$ cat src/common/cpu_regs_pkg.sv
// package: constants for the core programmer-model register set
package cpu_regs_pkg;
  localparam int WREG_COUNT = 16;
  localparam int WREG_W = 16;
  localparam int ACC_W = 40;
  localparam int PC_W = 23;
  localparam int FRAME_REG = 14;
  localparam int STACK_REG = 15;
  localparam logic [15:0] STACK_RESET = 16'h0800;
  // register-port addresses (word index)
  localparam logic [4:0] ADDR_WREG0 = 5'h00;
  localparam logic [4:0] ADDR_STATUS = 5'h10;
  localparam logic [4:0] ADDR_TABLE_PAGE = 5'h11;
  localparam logic [4:0] ADDR_VIEW_PAGE = 5'h12;
  localparam logic [4:0] ADDR_LOOP_START = 5'h13;
  localparam logic [4:0] ADDR_LOOP_END = 5'h14;
  localparam logic [4:0] ADDR_LOOP_COUNT = 5'h15;
  localparam logic [4:0] ADDR_REPEAT_COUNT = 5'h16;
  localparam logic [4:0] ADDR_PC_LOW = 5'h17;
  localparam logic [4:0] ADDR_PC_HIGH = 5'h18;
  localparam logic [4:0] ADDR_ACCUMULATOR_A_LOW = 5'h19;
  localparam logic [4:0] ADDR_ACCUMULATOR_A_MID = 5'h1a;
  localparam logic [4:0] ADDR_ACCUMULATOR_A_HIGH = 5'h1b;
  localparam logic [4:0] ADDR_ACCUMULATOR_B_LOW = 5'h1c;
  localparam logic [4:0] ADDR_ACCUMULATOR_B_MID = 5'h1d;
  localparam logic [4:0] ADDR_ACCUMULATOR_B_HIGH = 5'h1e;
  // status word bit positions
  localparam int SR_CARRY = 0;
  localparam int SR_ZERO = 1;
  localparam int SR_OVERFLOW = 2;
  localparam int SR_NEGATIVE = 3;
  localparam int SR_REPEAT_ACTIVE = 4;
  localparam int SR_PRIO_LO = 5;
  localparam int SR_DIGIT_CARRY = 8;
  localparam int SR_LOOP_ACTIVE = 9;
  localparam logic [15:0] SR_SHADOW_MASK = 16'h010f;
  localparam logic [15:0] PC_LOW_MASK = 16'hfffe;
endpackage : cpu_regs_pkg

$ cat src/hdl/cpu_shadow_set.sv
// shadow holding registers for the block-pushed register groups
`timescale 1ns/1ps
`default_nettype none
module cpu_shadow_set #(
  parameter int WIDTH = 16,
  parameter int COUNT = 4
) (
  // clock and reset
  input wire logic clk,
  input wire logic reset_n,
  // capture
  input wire logic push,
  input wire logic [COUNT*WIDTH-1:0] host_value,
  // restore
  output logic [COUNT*WIDTH-1:0] shadow_value
);
  logic [COUNT*WIDTH-1:0] next_shadow_value;

  // no software path: only push loads the shadows
  always_comb begin
    next_shadow_value = shadow_value;
    if (push) begin
      next_shadow_value = host_value;
    end
  end

  always_ff @(posedge clk or negedge reset_n) begin
    if (!reset_n) begin
      shadow_value <= '0;
    end else begin
      shadow_value <= next_shadow_value;
    end
  end
endmodule // cpu_shadow_set
`default_nettype wire

$ cat src/hdl/cpu_programmer_model_regs.sv
// programmer-model register file of the core: working regs, accumulators, status, loop, pc
// Notes on behaviour
// RULE_01: sixteen 16-bit working registers usable as data, address or offset.
// RULE_02: two 40-bit accumulators plus page, loop, repeat and pc registers.
// RULE_03: all registers memory mapped; register 0 is the default working register.
// RULE_04: shadows have no direct access; they move only on their events.
// RULE_05: shadow push/pop moves registers 0-3 and five status flags only.
// RULE_06: loop start pushes loop start/end/count shadows; loop end pops them.
// RULE_07: byte operation on a working register changes only its low byte.
// RULE_08: byte-wide memory accesses reach either byte of any working register.
// RULE_09: stack pointer updated by exceptions, calls, returns; still ordinary register.
// RULE_10: stack pointer bit 0 always reads zero.
// RULE_11: stack pointer resets to 0x0800.
// RULE_12: frame pointer used by link/unlink, otherwise an ordinary register.
// RULE_13: status word is 16 bits, split in low and high bytes.
// RULE_14: low status byte holds alu flags, priority level and repeat active.
// RULE_15: exception entry stacks low status byte joined with pc top byte.
// RULE_16: high status byte holds dsp status, loop active and digit carry.
// RULE_17: pc is 23 bits with bit 0 always zero.
// RULE_18: other working regs, accumulators and shadows clear on reset.
`timescale 1ns/1ps
`default_nettype none
module cpu_programmer_model_regs
  import cpu_regs_pkg::*;
#(
  parameter int AW = 5
) (
  // clock and reset
  input wire logic CLK,
  input wire logic RESET_N,
  // memory-mapped register port
  input wire logic [AW-1:0] ADDR,
  input wire logic [15:0] WDATA,
  input wire logic [1:0] BYTE_EN,
  input wire logic WR,
  input wire logic RD,
  output logic [15:0] RDATA,
  // execution unit working-register write
  input wire logic EX_WE,
  input wire logic [3:0] EX_SEL,
  input wire logic EX_BYTE,
  input wire logic [15:0] EX_DATA,
  // execution unit status, accumulator and pc updates
  input wire logic SR_WE,
  input wire logic [15:0] SR_DATA,
  input wire logic ACC_WE,
  input wire logic ACC_SEL,
  input wire logic [39:0] ACC_DATA,
  input wire logic PC_WE,
  input wire logic [22:0] PC_DATA,
  // shadow and loop events
  input wire logic SHADOW_PUSH,
  input wire logic SHADOW_POP,
  input wire logic LOOP_START,
  input wire logic LOOP_END,
  input wire logic [15:0] LOOP_START_VAL,
  input wire logic [15:0] LOOP_END_VAL,
  input wire logic [15:0] LOOP_COUNT_VAL,
  // stack events
  input wire logic SP_WE,
  input wire logic [15:0] SP_DATA,
  input wire logic EXC_ENTRY,
  // state seen by the execution unit
  output logic [15:0] STACK_PTR,
  output logic [15:0] FRAME_PTR,
  output logic [15:0] DEFAULT_WREG,
  output logic [15:0] STATUS,
  output logic [22:0] PROG_COUNTER,
  output logic [15:0] EXC_STACK_WORD,
  output logic EXC_STACK_VALID
);
  import cpu_regs_pkg::*;

  logic [15:0] wreg [WREG_COUNT];
  logic [15:0] next_wreg [WREG_COUNT];
  logic [ACC_W-1:0] acc_a, acc_b, next_acc_a, next_acc_b;
  logic [15:0] status_word, next_status_word;
  logic [15:0] table_page, view_page, next_table_page, next_view_page;
  logic [15:0] loop_start, loop_end, loop_count;
  logic [15:0] next_loop_start, next_loop_end, next_loop_count;
  logic [15:0] repeat_count, next_repeat_count;
  logic [PC_W-1:0] pc, next_pc;
  logic [15:0] rdata_q, next_rdata;
  logic [15:0] exc_word, next_exc_word;
  logic exc_valid, next_exc_valid;
  logic [79:0] wsh_host, wsh_val;
  logic [15:0] ssh_val;
  logic [47:0] lsh_host, lsh_val;

  function automatic logic [15:0] merge_bytes(input logic [15:0] old, input logic [15:0] nw,
                                              input logic [1:0] be);
    merge_bytes = {be[1] ? nw[15:8] : old[15:8], be[0] ? nw[7:0] : old[7:0]};
  endfunction

  // shadows: working 0-3 plus masked status in one set, loop regs in another [RULE_04]
  assign wsh_host = {status_word & SR_SHADOW_MASK, wreg[3], wreg[2], wreg[1], wreg[0]};
  assign lsh_host = {loop_count, loop_end, loop_start};
  assign ssh_val = wsh_val[79:64];

  cpu_shadow_set #(.WIDTH(16), .COUNT(5)) u_work_shadow (
    .clk(CLK),
    .reset_n(RESET_N),
    .push(SHADOW_PUSH),
    .host_value(wsh_host),
    .shadow_value(wsh_val)
  );

  // pushed on loop start, holds the outer loop's values [RULE_06]
  cpu_shadow_set #(.WIDTH(16), .COUNT(3)) u_loop_shadow (
    .clk(CLK),
    .reset_n(RESET_N),
    .push(LOOP_START),
    .host_value(lsh_host),
    .shadow_value(lsh_val)
  );

  always_comb begin
    for (int i = 0; i < WREG_COUNT; i++) begin
      next_wreg[i] = wreg[i];
    end
    next_acc_a = acc_a;
    next_acc_b = acc_b;
    next_status_word = status_word;
    next_table_page = table_page;
    next_view_page = view_page;
    next_loop_start = loop_start;
    next_loop_end = loop_end;
    next_loop_count = loop_count;
    next_repeat_count = repeat_count;
    next_pc = pc;
    // bus writes, byte lanes independent for any working register [RULE_03] [RULE_08]
    if (WR) begin
      if (ADDR < AW'(WREG_COUNT)) begin
        next_wreg[ADDR[3:0]] = merge_bytes(wreg[ADDR[3:0]], WDATA, BYTE_EN);
      end else begin
        case (ADDR)
          ADDR_STATUS: next_status_word = merge_bytes(status_word, WDATA, BYTE_EN); // [RULE_13]
          ADDR_TABLE_PAGE: next_table_page = merge_bytes(table_page, WDATA, BYTE_EN);
          ADDR_VIEW_PAGE: next_view_page = merge_bytes(view_page, WDATA, BYTE_EN);
          ADDR_LOOP_START: next_loop_start = merge_bytes(loop_start, WDATA, BYTE_EN);
          ADDR_LOOP_END: next_loop_end = merge_bytes(loop_end, WDATA, BYTE_EN);
          ADDR_LOOP_COUNT: next_loop_count = merge_bytes(loop_count, WDATA, BYTE_EN);
          ADDR_REPEAT_COUNT: next_repeat_count = merge_bytes(repeat_count, WDATA, BYTE_EN);
          ADDR_PC_LOW: next_pc[15:0] = merge_bytes(pc[15:0], WDATA, BYTE_EN);
          ADDR_PC_HIGH: if (BYTE_EN[0]) next_pc[22:16] = WDATA[6:0];
          ADDR_ACCUMULATOR_A_LOW: next_acc_a[15:0] = merge_bytes(acc_a[15:0], WDATA, BYTE_EN);
          ADDR_ACCUMULATOR_A_MID: next_acc_a[31:16] = merge_bytes(acc_a[31:16], WDATA, BYTE_EN);
          ADDR_ACCUMULATOR_A_HIGH: if (BYTE_EN[0]) next_acc_a[39:32] = WDATA[7:0];
          ADDR_ACCUMULATOR_B_LOW: next_acc_b[15:0] = merge_bytes(acc_b[15:0], WDATA, BYTE_EN);
          ADDR_ACCUMULATOR_B_MID: next_acc_b[31:16] = merge_bytes(acc_b[31:16], WDATA, BYTE_EN);
          ADDR_ACCUMULATOR_B_HIGH: if (BYTE_EN[0]) next_acc_b[39:32] = WDATA[7:0];
          default: ;
        endcase
      end
    end
    // execution results win over the bus in the same cycle
    if (EX_WE) begin
      next_wreg[EX_SEL] = EX_BYTE ? {wreg[EX_SEL][15:8], EX_DATA[7:0]} : EX_DATA; // [RULE_01] [RULE_07] [RULE_12]
    end
    if (SR_WE) begin
      next_status_word = SR_DATA; // [RULE_14] [RULE_16]
    end
    if (ACC_WE) begin
      if (ACC_SEL) next_acc_b = ACC_DATA; // [RULE_02]
      else next_acc_a = ACC_DATA;
    end
    if (PC_WE) begin
      next_pc = PC_DATA;
    end
    if (SP_WE) begin
      next_wreg[STACK_REG] = SP_DATA; // [RULE_09]
    end
    // pop restores only the masked flags, other status bits stay [RULE_05]
    if (SHADOW_POP) begin
      for (int i = 0; i < 4; i++) begin
        next_wreg[i] = wsh_val[16*i +: 16];
      end
      next_status_word = (status_word & ~SR_SHADOW_MASK) | (ssh_val & SR_SHADOW_MASK);
    end
    if (LOOP_START) begin
      next_loop_start = LOOP_START_VAL;
      next_loop_end = LOOP_END_VAL;
      next_loop_count = LOOP_COUNT_VAL;
    end else if (LOOP_END) begin
      {next_loop_count, next_loop_end, next_loop_start} = lsh_val; // [RULE_06]
    end
    next_wreg[STACK_REG][0] = 1'b0; // [RULE_10]
    next_pc[0] = 1'b0; // [RULE_17]
  end

  // read path, data one cycle after strobe; unmapped reads zero
  always_comb begin
    next_rdata = 16'h0000;
    if (RD) begin
      if (ADDR < AW'(WREG_COUNT)) begin
        next_rdata = wreg[ADDR[3:0]];
      end else begin
        case (ADDR)
          ADDR_STATUS: next_rdata = status_word;
          ADDR_TABLE_PAGE: next_rdata = table_page;
          ADDR_VIEW_PAGE: next_rdata = view_page;
          ADDR_LOOP_START: next_rdata = loop_start;
          ADDR_LOOP_END: next_rdata = loop_end;
          ADDR_LOOP_COUNT: next_rdata = loop_count;
          ADDR_REPEAT_COUNT: next_rdata = repeat_count;
          ADDR_PC_LOW: next_rdata = pc[15:0];
          ADDR_PC_HIGH: next_rdata = {9'h000, pc[22:16]};
          ADDR_ACCUMULATOR_A_LOW: next_rdata = acc_a[15:0];
          ADDR_ACCUMULATOR_A_MID: next_rdata = acc_a[31:16];
          ADDR_ACCUMULATOR_A_HIGH: next_rdata = {8'h00, acc_a[39:32]};
          ADDR_ACCUMULATOR_B_LOW: next_rdata = acc_b[15:0];
          ADDR_ACCUMULATOR_B_MID: next_rdata = acc_b[31:16];
          ADDR_ACCUMULATOR_B_HIGH: next_rdata = {8'h00, acc_b[39:32]};
          default: next_rdata = 16'h0000;
        endcase
      end
    end
  end

  // exception stack word: low status byte with top pc byte [RULE_15]
  always_comb begin
    next_exc_valid = EXC_ENTRY;
    next_exc_word = exc_word;
    if (EXC_ENTRY) begin
      next_exc_word = {status_word[7:0], 1'b0, pc[22:16]};
    end
  end

  always_ff @(posedge CLK or negedge RESET_N) begin
    if (!RESET_N) begin
      for (int i = 0; i < WREG_COUNT; i++) begin
        wreg[i] <= (i == STACK_REG) ? STACK_RESET : 16'h0000; // [RULE_11] [RULE_18]
      end
      acc_a <= '0;
      acc_b <= '0;
      status_word <= 16'h0000;
      table_page <= 16'h0000;
      view_page <= 16'h0000;
      loop_start <= 16'h0000;
      loop_end <= 16'h0000;
      loop_count <= 16'h0000;
      repeat_count <= 16'h0000;
      pc <= '0;
      rdata_q <= 16'h0000;
      exc_word <= 16'h0000;
      exc_valid <= 1'b0;
    end else begin
      for (int i = 0; i < WREG_COUNT; i++) begin
        wreg[i] <= next_wreg[i];
      end
      acc_a <= next_acc_a;
      acc_b <= next_acc_b;
      status_word <= next_status_word;
      table_page <= next_table_page;
      view_page <= next_view_page;
      loop_start <= next_loop_start;
      loop_end <= next_loop_end;
      loop_count <= next_loop_count;
      repeat_count <= next_repeat_count;
      pc <= next_pc;
      rdata_q <= next_rdata;
      exc_word <= next_exc_word;
      exc_valid <= next_exc_valid;
    end
  end

  assign RDATA = rdata_q;
  assign STACK_PTR = wreg[STACK_REG];
  assign FRAME_PTR = wreg[FRAME_REG];
  assign DEFAULT_WREG = wreg[0];
  assign STATUS = status_word;
  assign PROG_COUNTER = pc;
  assign EXC_STACK_WORD = exc_word;
  assign EXC_STACK_VALID = exc_valid;

  a_sp_aligned: assert property (@(posedge CLK) disable iff (!RESET_N) STACK_PTR[0] == 1'b0)
    else $error("stack pointer bit 0 set"); // [RULE_10]
  a_pc_aligned: assert property (@(posedge CLK) disable iff (!RESET_N) PROG_COUNTER[0] == 1'b0)
    else $error("pc bit 0 set"); // [RULE_17]
  a_byte_keep_high: assert property (@(posedge CLK) disable iff (!RESET_N)
    EX_WE && EX_BYTE && !SHADOW_POP && !SP_WE && !WR |=> wreg[$past(EX_SEL)][15:8] == $past(wreg[EX_SEL][15:8]))
    else $error("byte op changed high byte"); // [RULE_07]
  a_pop_wreg0: assert property (@(posedge CLK) disable iff (!RESET_N)
    SHADOW_PUSH ##1 (!SHADOW_PUSH && SHADOW_POP) |=> DEFAULT_WREG == $past(wreg[0], 2))
    else $error("pop did not restore reg 0"); // [RULE_05]
  a_pop_keeps_prio: assert property (@(posedge CLK) disable iff (!RESET_N)
    SHADOW_POP && !SR_WE |=> STATUS[7:4] == $past(STATUS[7:4]))
    else $error("pop touched non-shadow status bits"); // [RULE_05]
  a_loop_restore: assert property (@(posedge CLK) disable iff (!RESET_N)
    LOOP_START ##1 (LOOP_END && !LOOP_START) |=> loop_start == $past(loop_start, 2))
    else $error("loop end did not restore start"); // [RULE_06]
  a_exc_word: assert property (@(posedge CLK) disable iff (!RESET_N)
    EXC_ENTRY |=> EXC_STACK_VALID && EXC_STACK_WORD == {$past(STATUS[7:0]), 1'b0, $past(PROG_COUNTER[22:16])})
    else $error("exception stack word wrong"); // [RULE_15]
  a_read_data: assert property (@(posedge CLK) disable iff (!RESET_N)
    RD && ADDR == ADDR_STATUS |=> RDATA == $past(STATUS))
    else $error("status read mismatch"); // [RULE_13]
endmodule // cpu_programmer_model_regs
`default_nettype wire

$ cat config.mk
export PLATFORM = sky130hd
export DESIGN_NAME = cpu_programmer_model_regs
export DESIGN_NICKNAME = d
export VERILOG_FILES = /design/src/common/cpu_regs_pkg.sv /design/src/hdl/cpu_shadow_set.sv /design/src/hdl/cpu_programmer_model_regs.sv
export SDC_FILE = /design/constraint.sdc
export NUM_CORES = 1
export LEC_CHECK = 0
export ABC_AREA = 1
export BUFFER_PORTS_ARGS = -buffer_cell sky130_fd_sc_hd__buf_2
export CAP_MARGIN = 40
export CORE_UTILIZATION = 50
export CTS_CLUSTER_DIAMETER = 150
export DETAILED_ROUTE_END_ITERATION = 8
export HOLD_SLACK_MARGIN = 0.08
export PLACE_DENSITY = 0.68
export SETUP_SLACK_MARGIN = 0.05
export SYNTH_ARGS = -nofsm -noshare
export SYNTH_HDL_FRONTEND = slang
export SYNTH_SLANG_ARGS = --single-unit
export TNS_END_PERCENT = 10
$ cat constraint.sdc
create_clock -name CLK -period 2.1 [get_ports CLK]
set_clock_uncertainty 0.05 [all_clocks]
set_input_delay 0.42 -clock CLK [delete_from_list [all_inputs] [get_ports CLK]]
set_output_delay 0.42 -clock CLK [all_outputs]
set_load 0.03 [all_outputs]
* Word level (Yosys, flattened, before mapping) *
Index checks and enable logic that the tools add are counted.

word-level totals
  register bits after elaboration = 618
  input bits = 202
  output and inout port bits = 120
  logic and storage cells = 177

operators by class
  $lt $le $gt $ge = 5
  equal/unequal tests = 18
  mux-type cells = 76
  bitwise logic cells = 4
  reduce and logical (&&, ||, !) cells = 34

operators with widths
  kind                count
  $mux 256            3
  $mux 16             35
  $bwmux 256          2
  $mux 40             8
  $pmux 16 s15        1
  $mux 8              17
  $bmux 16 s4         2
  $demux 16 s4        2
  $eq 5x5->1 const B  15
  $mux 23             3
  $reduce_and 4->1    17
  $mux 64             1
  $reduce_bool 3->1   10
  $or 16x9->16        1
  $mux 7              2
  $ge 5x5->1 const B  2
  $lt 5x1->1 const B  2
  $not 4->5           2
  $reduce_bool 2->1   5
  $ne 3x3->1 const B  2
  $lt 5x5->1 const B  1
  $logic_and 1x1->1   2
  $ne 2x2->1 const B  1
  $not 1->1           1

* Longest topological paths before layout *
  word-level depth = 11
  depth in mapped cells = 17

* Hierarchy *
From an unflattened synthesis, not the netlist that was laid out.

unflattened totals
  cell total of the unflattened synthesis = 5152
  area total of the unflattened synthesis = 35326.4 um^2

modules (own cells, without submodules)
  module                           times used  cells each  area an instance (um^2)
  cpu_programmer_model_regs        1           4611        30468.0
  cpu_shadow_set at u_work_shadow  1           338         3052.9
  cpu_shadow_set at u_loop_shadow  1           203         1805.5

* Worst setup path after synthesis *
No wires, ideal clock.

  path kind = input port to flip-flop
  start = input ADDR[0]
  end = register status_word[4], in the netlist STATUS[4]
  setup time = 0.128 ns
  data arrival time = 1.798 ns
  required time = 1.922 ns
  setup slack = 0.124 ns
  cell stages on the path = 8
  path buffers = 2
  cells stage by stage = buf_4 -> buf_6 -> nor2_4 -> nand2_1 -> nor2_2 -> a21oi_2 -> nor2_2 -> mux2_1

between the ends
  cells in the longest elaborated chain, start to end = 3
  elaborated cells on any way between the ends = 5
  classes of those cells = 1 x order compare; 2 x eq/ne; 2 x reduce/logical

RTL lines
  item                                                              RTL line                                                            RTL
  from (decl)                                                       cpu_programmer_model_regs.sv:32                                     input wire logic [AW-1:0] ADDR,
  $lt 5x5->1 / $eq 5x5->1 (equally long branches)                   cpu_programmer_model_regs.sv:133, cpu_programmer_model_regs.sv:136
  $ne 3x3->1 (no line) / $reduce_bool 3->1 (equally long branches)  --
  $reduce_and 4->1 (no line) (*)                                    --
  to (signal assigned)                                              cpu_programmer_model_regs.sv:253                                    status_word <= next_status_word;
  to (decl)                                                         cpu_programmer_model_regs.sv:77                                     logic [15:0] status_word, next_status_word;

Mark *: on every way between the ends. The rest lies on a longest branch, timed or not.
A chain may end at the register's enable or synchronous reset.

* Final worst setup path *
  start = register wreg, in the netlist STACK_PTR[8]
  end = output STACK_PTR[8]

RTL lines
  item                               RTL line                          RTL
  from (decl)                        cpu_programmer_model_regs.sv:74   logic [15:0] wreg [WREG_COUNT];
  from (signal, indexed assignment)  cpu_programmer_model_regs.sv:232  wreg[i] <= (i == STACK_REG) ? STACK_RESET : 16'h0000;
  from (signal, indexed assignment)  cpu_programmer_model_regs.sv:249  wreg[i] <= next_wreg[i];
  to (decl)                          cpu_programmer_model_regs.sv:64   output logic [15:0] STACK_PTR,

No word-level cell between the ends.

==> reports/metrics.cfg <==
[status]
status = complete, no violations

[logic_synthesis]
synth.distinct_cells = 46
synthArstFlopShare_pct = 100
ys.flop_type = dfrtp_1
yosys.area.top_type = dfrtp_1
seq_area_frac_synth_pct = 44.3
synth_top_cells_by_count = nand2_1 (1,812), dfrtp_1 (617), a21oi_1 (493), nor2_1 (424), inv_1 (370)
syn_area_per_cell_um2 = 7.09
synthMostInstantiatedCell = nand2_1
synth_warnings = 0
synth_area_um2 = 34900
synth_edf_count = 0
ys_ff_latch = 618
netlist_top_cells_area = dfrtp_1 (44%), nand2_1 (20%), a21oi_1 (7.1%), nor2_1 (4.6%), o21ai_0 (4.1%)
postSynthCellCount = 4919
yosys.area.top_type_share_pct = 44.3

[grt]
grt_max_degree = 95
grt_pass1_wl_mm = 210
busiest_layer = met2
use_met1_pct = 50.0
grt_util_met3_pct = 7.70
track_usage_pct = 39.5
gr-usage-met2_pct = 63.0
grt_pass1_vias = 34700
grt.overflow.total = 0
grt_antenna_before_repair = 9

[worst_hold_path]
min_to = loop_end[7]$_DFFE_PN0P_
hp-class = primary input to register
hold_path.startpoint = LOOP_END_VAL[7]
min_path_cells = 5

[critical_path]
r2r_cells = 11
critPathKind = register to primary output
worstPathMaxFanout = 2
r2r_start = DEFAULT_WREG[10]$_DFF_PN0_
end_kind = primary output
cp.arrival_ns = 1.53
reg2reg_slack_ns = 0.16
cp.required_ns = 1.63
startpoint_type = register
r2r-end = DEFAULT_WREG[10]$_DFF_PN0_

[place]
pre_cts_ws_ns = -0.420
dp_hpwl_mm = 102
dpl.cell_count = 6283
gp_congestion = 0.992
placed_area_um2 = 40400
port_buffers = 316

[pwr]
p_leak_nw = 22.4
ir_worst_vdd_mv = 0.756
powerDensity_nw_per_um2 = 878
power_mw = 38.1

[finish]
area_growth_pct = 24.5
drive_above_1_share_pct = 19.1
final_net_count = 5704
utilization_pct = 63.1
final_cell_area_um2 = 43400
fillers = 6210
fin_cells = 6478

[sta]
hold_viol_final = 0
fin_crit_sh_pct = 95.3
fin_hold_ws_ns = 0.0956
tightest_slew_ns = 0.767
slew_violations = 0
slew_headroom_pct = 48.8
setup-tns-final_ns = 0
setup_viol = 0
fmax_mhz = 500
period_minus_slack_ns = 2.00
rsz0062_at_grt = yes
fin_ws_ns = 0.0995

[cts]
tritoncts = built
cts_buffers = 71
clock-sinks = 618
clkTransAtPathRegs_ns = 0.06
clk_latency_ns = 0.62
clockBufferDepth = 3
cts-root-buf = clkbuf_16
htreeDepth = 3

[floorplan]
io_pins = 322
dieArea_um2 = 70800
core.rowCount = 96
die_w_um = 266
core_um2 = 68800
die_y_um = 266
initial_utilization_pct = 50.7

[detailed_routing]
dr.first_iter.drc_count = 4909
drt-pass1-iter-count = 6
viasPerCell = 5.68
drc = 0
vias = 36800
routed_wl_mm = 142
wl_per_cell_um = 21.9
ant_nets = 0

[flow_run]
drv_cap = 0

-- logic make-up after synthesis --
family	after synthesis	synth area share [%]
compound gates	1026	16.2
mux	79	2.55
simple gates	2457	27.7
flops	618	44.3
buf+inv	738	9.18
other cells	1	0.0108
-- sequential cells by signal, indices dropped and copies added (netlist names), 22 cells and up --
name / flops
acc_a: 40
acc_b: 40
wreg: 208
u_work_shadow.shadow_value: 69
u_loop_shadow.shadow_value: 48
PROG_COUNTER: 22
-- worst max-delay path by stage --
stage | slack [ns] | depth (start not counted) | to | start
after floorplan | 0.12 | 8 | STATUS[4]$_DFFE_PN0P_ | ADDR[0]
after global placement | -0.40 | 16 | wreg[224]$_DFF_PN0_ | ADDR[1]
after detailed placement | -0.42 | 16 | DEFAULT_WREG[0]$_DFF_PN0_ | ADDR[1]
after CTS | 0.11 | 2 | STACK_PTR[8] | STACK_PTR[8]$_DFF_PN0_
after global routing | 0.03 | 13 | STACK_PTR[15]$_DFF_PN0_ | DEFAULT_WREG[15]$_DFF_PN0_
final | 0.1 | 2 | STACK_PTR[8] | STACK_PTR[8]$_DFF_PN0_
-- layout make-up --
type	instances	area [µm²]	area share (%)
multi-input cells	3565	16200	37.4
repair buffers	841	6820	15.7
flip-flops and latches	618	15500	35.6
well taps	931	1160	2.68
diodes	4	10.0	0.0231
clock inverters	19	206	0.475
clock buffers	95	2000	4.60
inverters	405	1520	3.51
-- metal layers --
layer / wire length [µm] / vias to the layer above
li1: - / 16900
met1: 54300 / 17300
met2: 64800 / 2094
met3: 13300 / 479
met4: 9030 / 12
met5: 87 / -
-- cells in the final DEF, fill, tap and decap left out, types with 5 or more instances in the layout --
| master | n |
|---|---|
| a211oi_1 | 5 |
| a21oi_1 | 493 |
| a221oi_1 | 33 |
| a22oi_1 | 24 |
| a31oi_1 | 49 |
| buf_12 | 87 |
| buf_2 | 313 |
| buf_4 | 363 |
| clkbuf_1 | 11 |
| clkbuf_16 | 71 |
| clkbuf_8 | 13 |
| clkinv_2 | 10 |
| dfrtp_1 | 616 |
| dlygate4sd3_1 | 77 |
| inv_1 | 370 |
| inv_2 | 32 |
| mux2_2 | 78 |
| nand2_1 | 1812 |
| nand2_2 | 17 |
| nand3_1 | 150 |
| nand3b_1 | 7 |
| nor2_1 | 417 |
| nor2_2 | 23 |
| nor2_4 | 10 |
| o211ai_1 | 13 |
| o21ai_0 | 286 |
| o21ai_1 | 19 |
| o21ai_2 | 11 |
| o22ai_1 | 67 |
| o311ai_0 | 5 |
| or2_2 | 7 |
-- critical path, stage by stage (launching register included) --
cell and delay (ns):
dfrtp_1 0.51, buf_4 0.20, buf_2 0.20
-- what timing repair did --
action | 4_1_cts | 5_1_grt
buffers inserted | 0 | 0
setup endpoints to repair | 1 | 3
hold buffers | 77 | 0
pin swaps | 0 | 0
resized for setup | 1 | 1
endpoints found under the hold margin | 395 | 0
-- power by group --
part	total [mW]	leakage (nW)	internal [mW]	switching, mW
combinational	9.93	13.8	3.84	6.08
sequential	16.0	7.50	14.3	1.64
clock	12.2	1.09	7.01	5.21
Note: power is estimated with default switching activity, not from simulation.
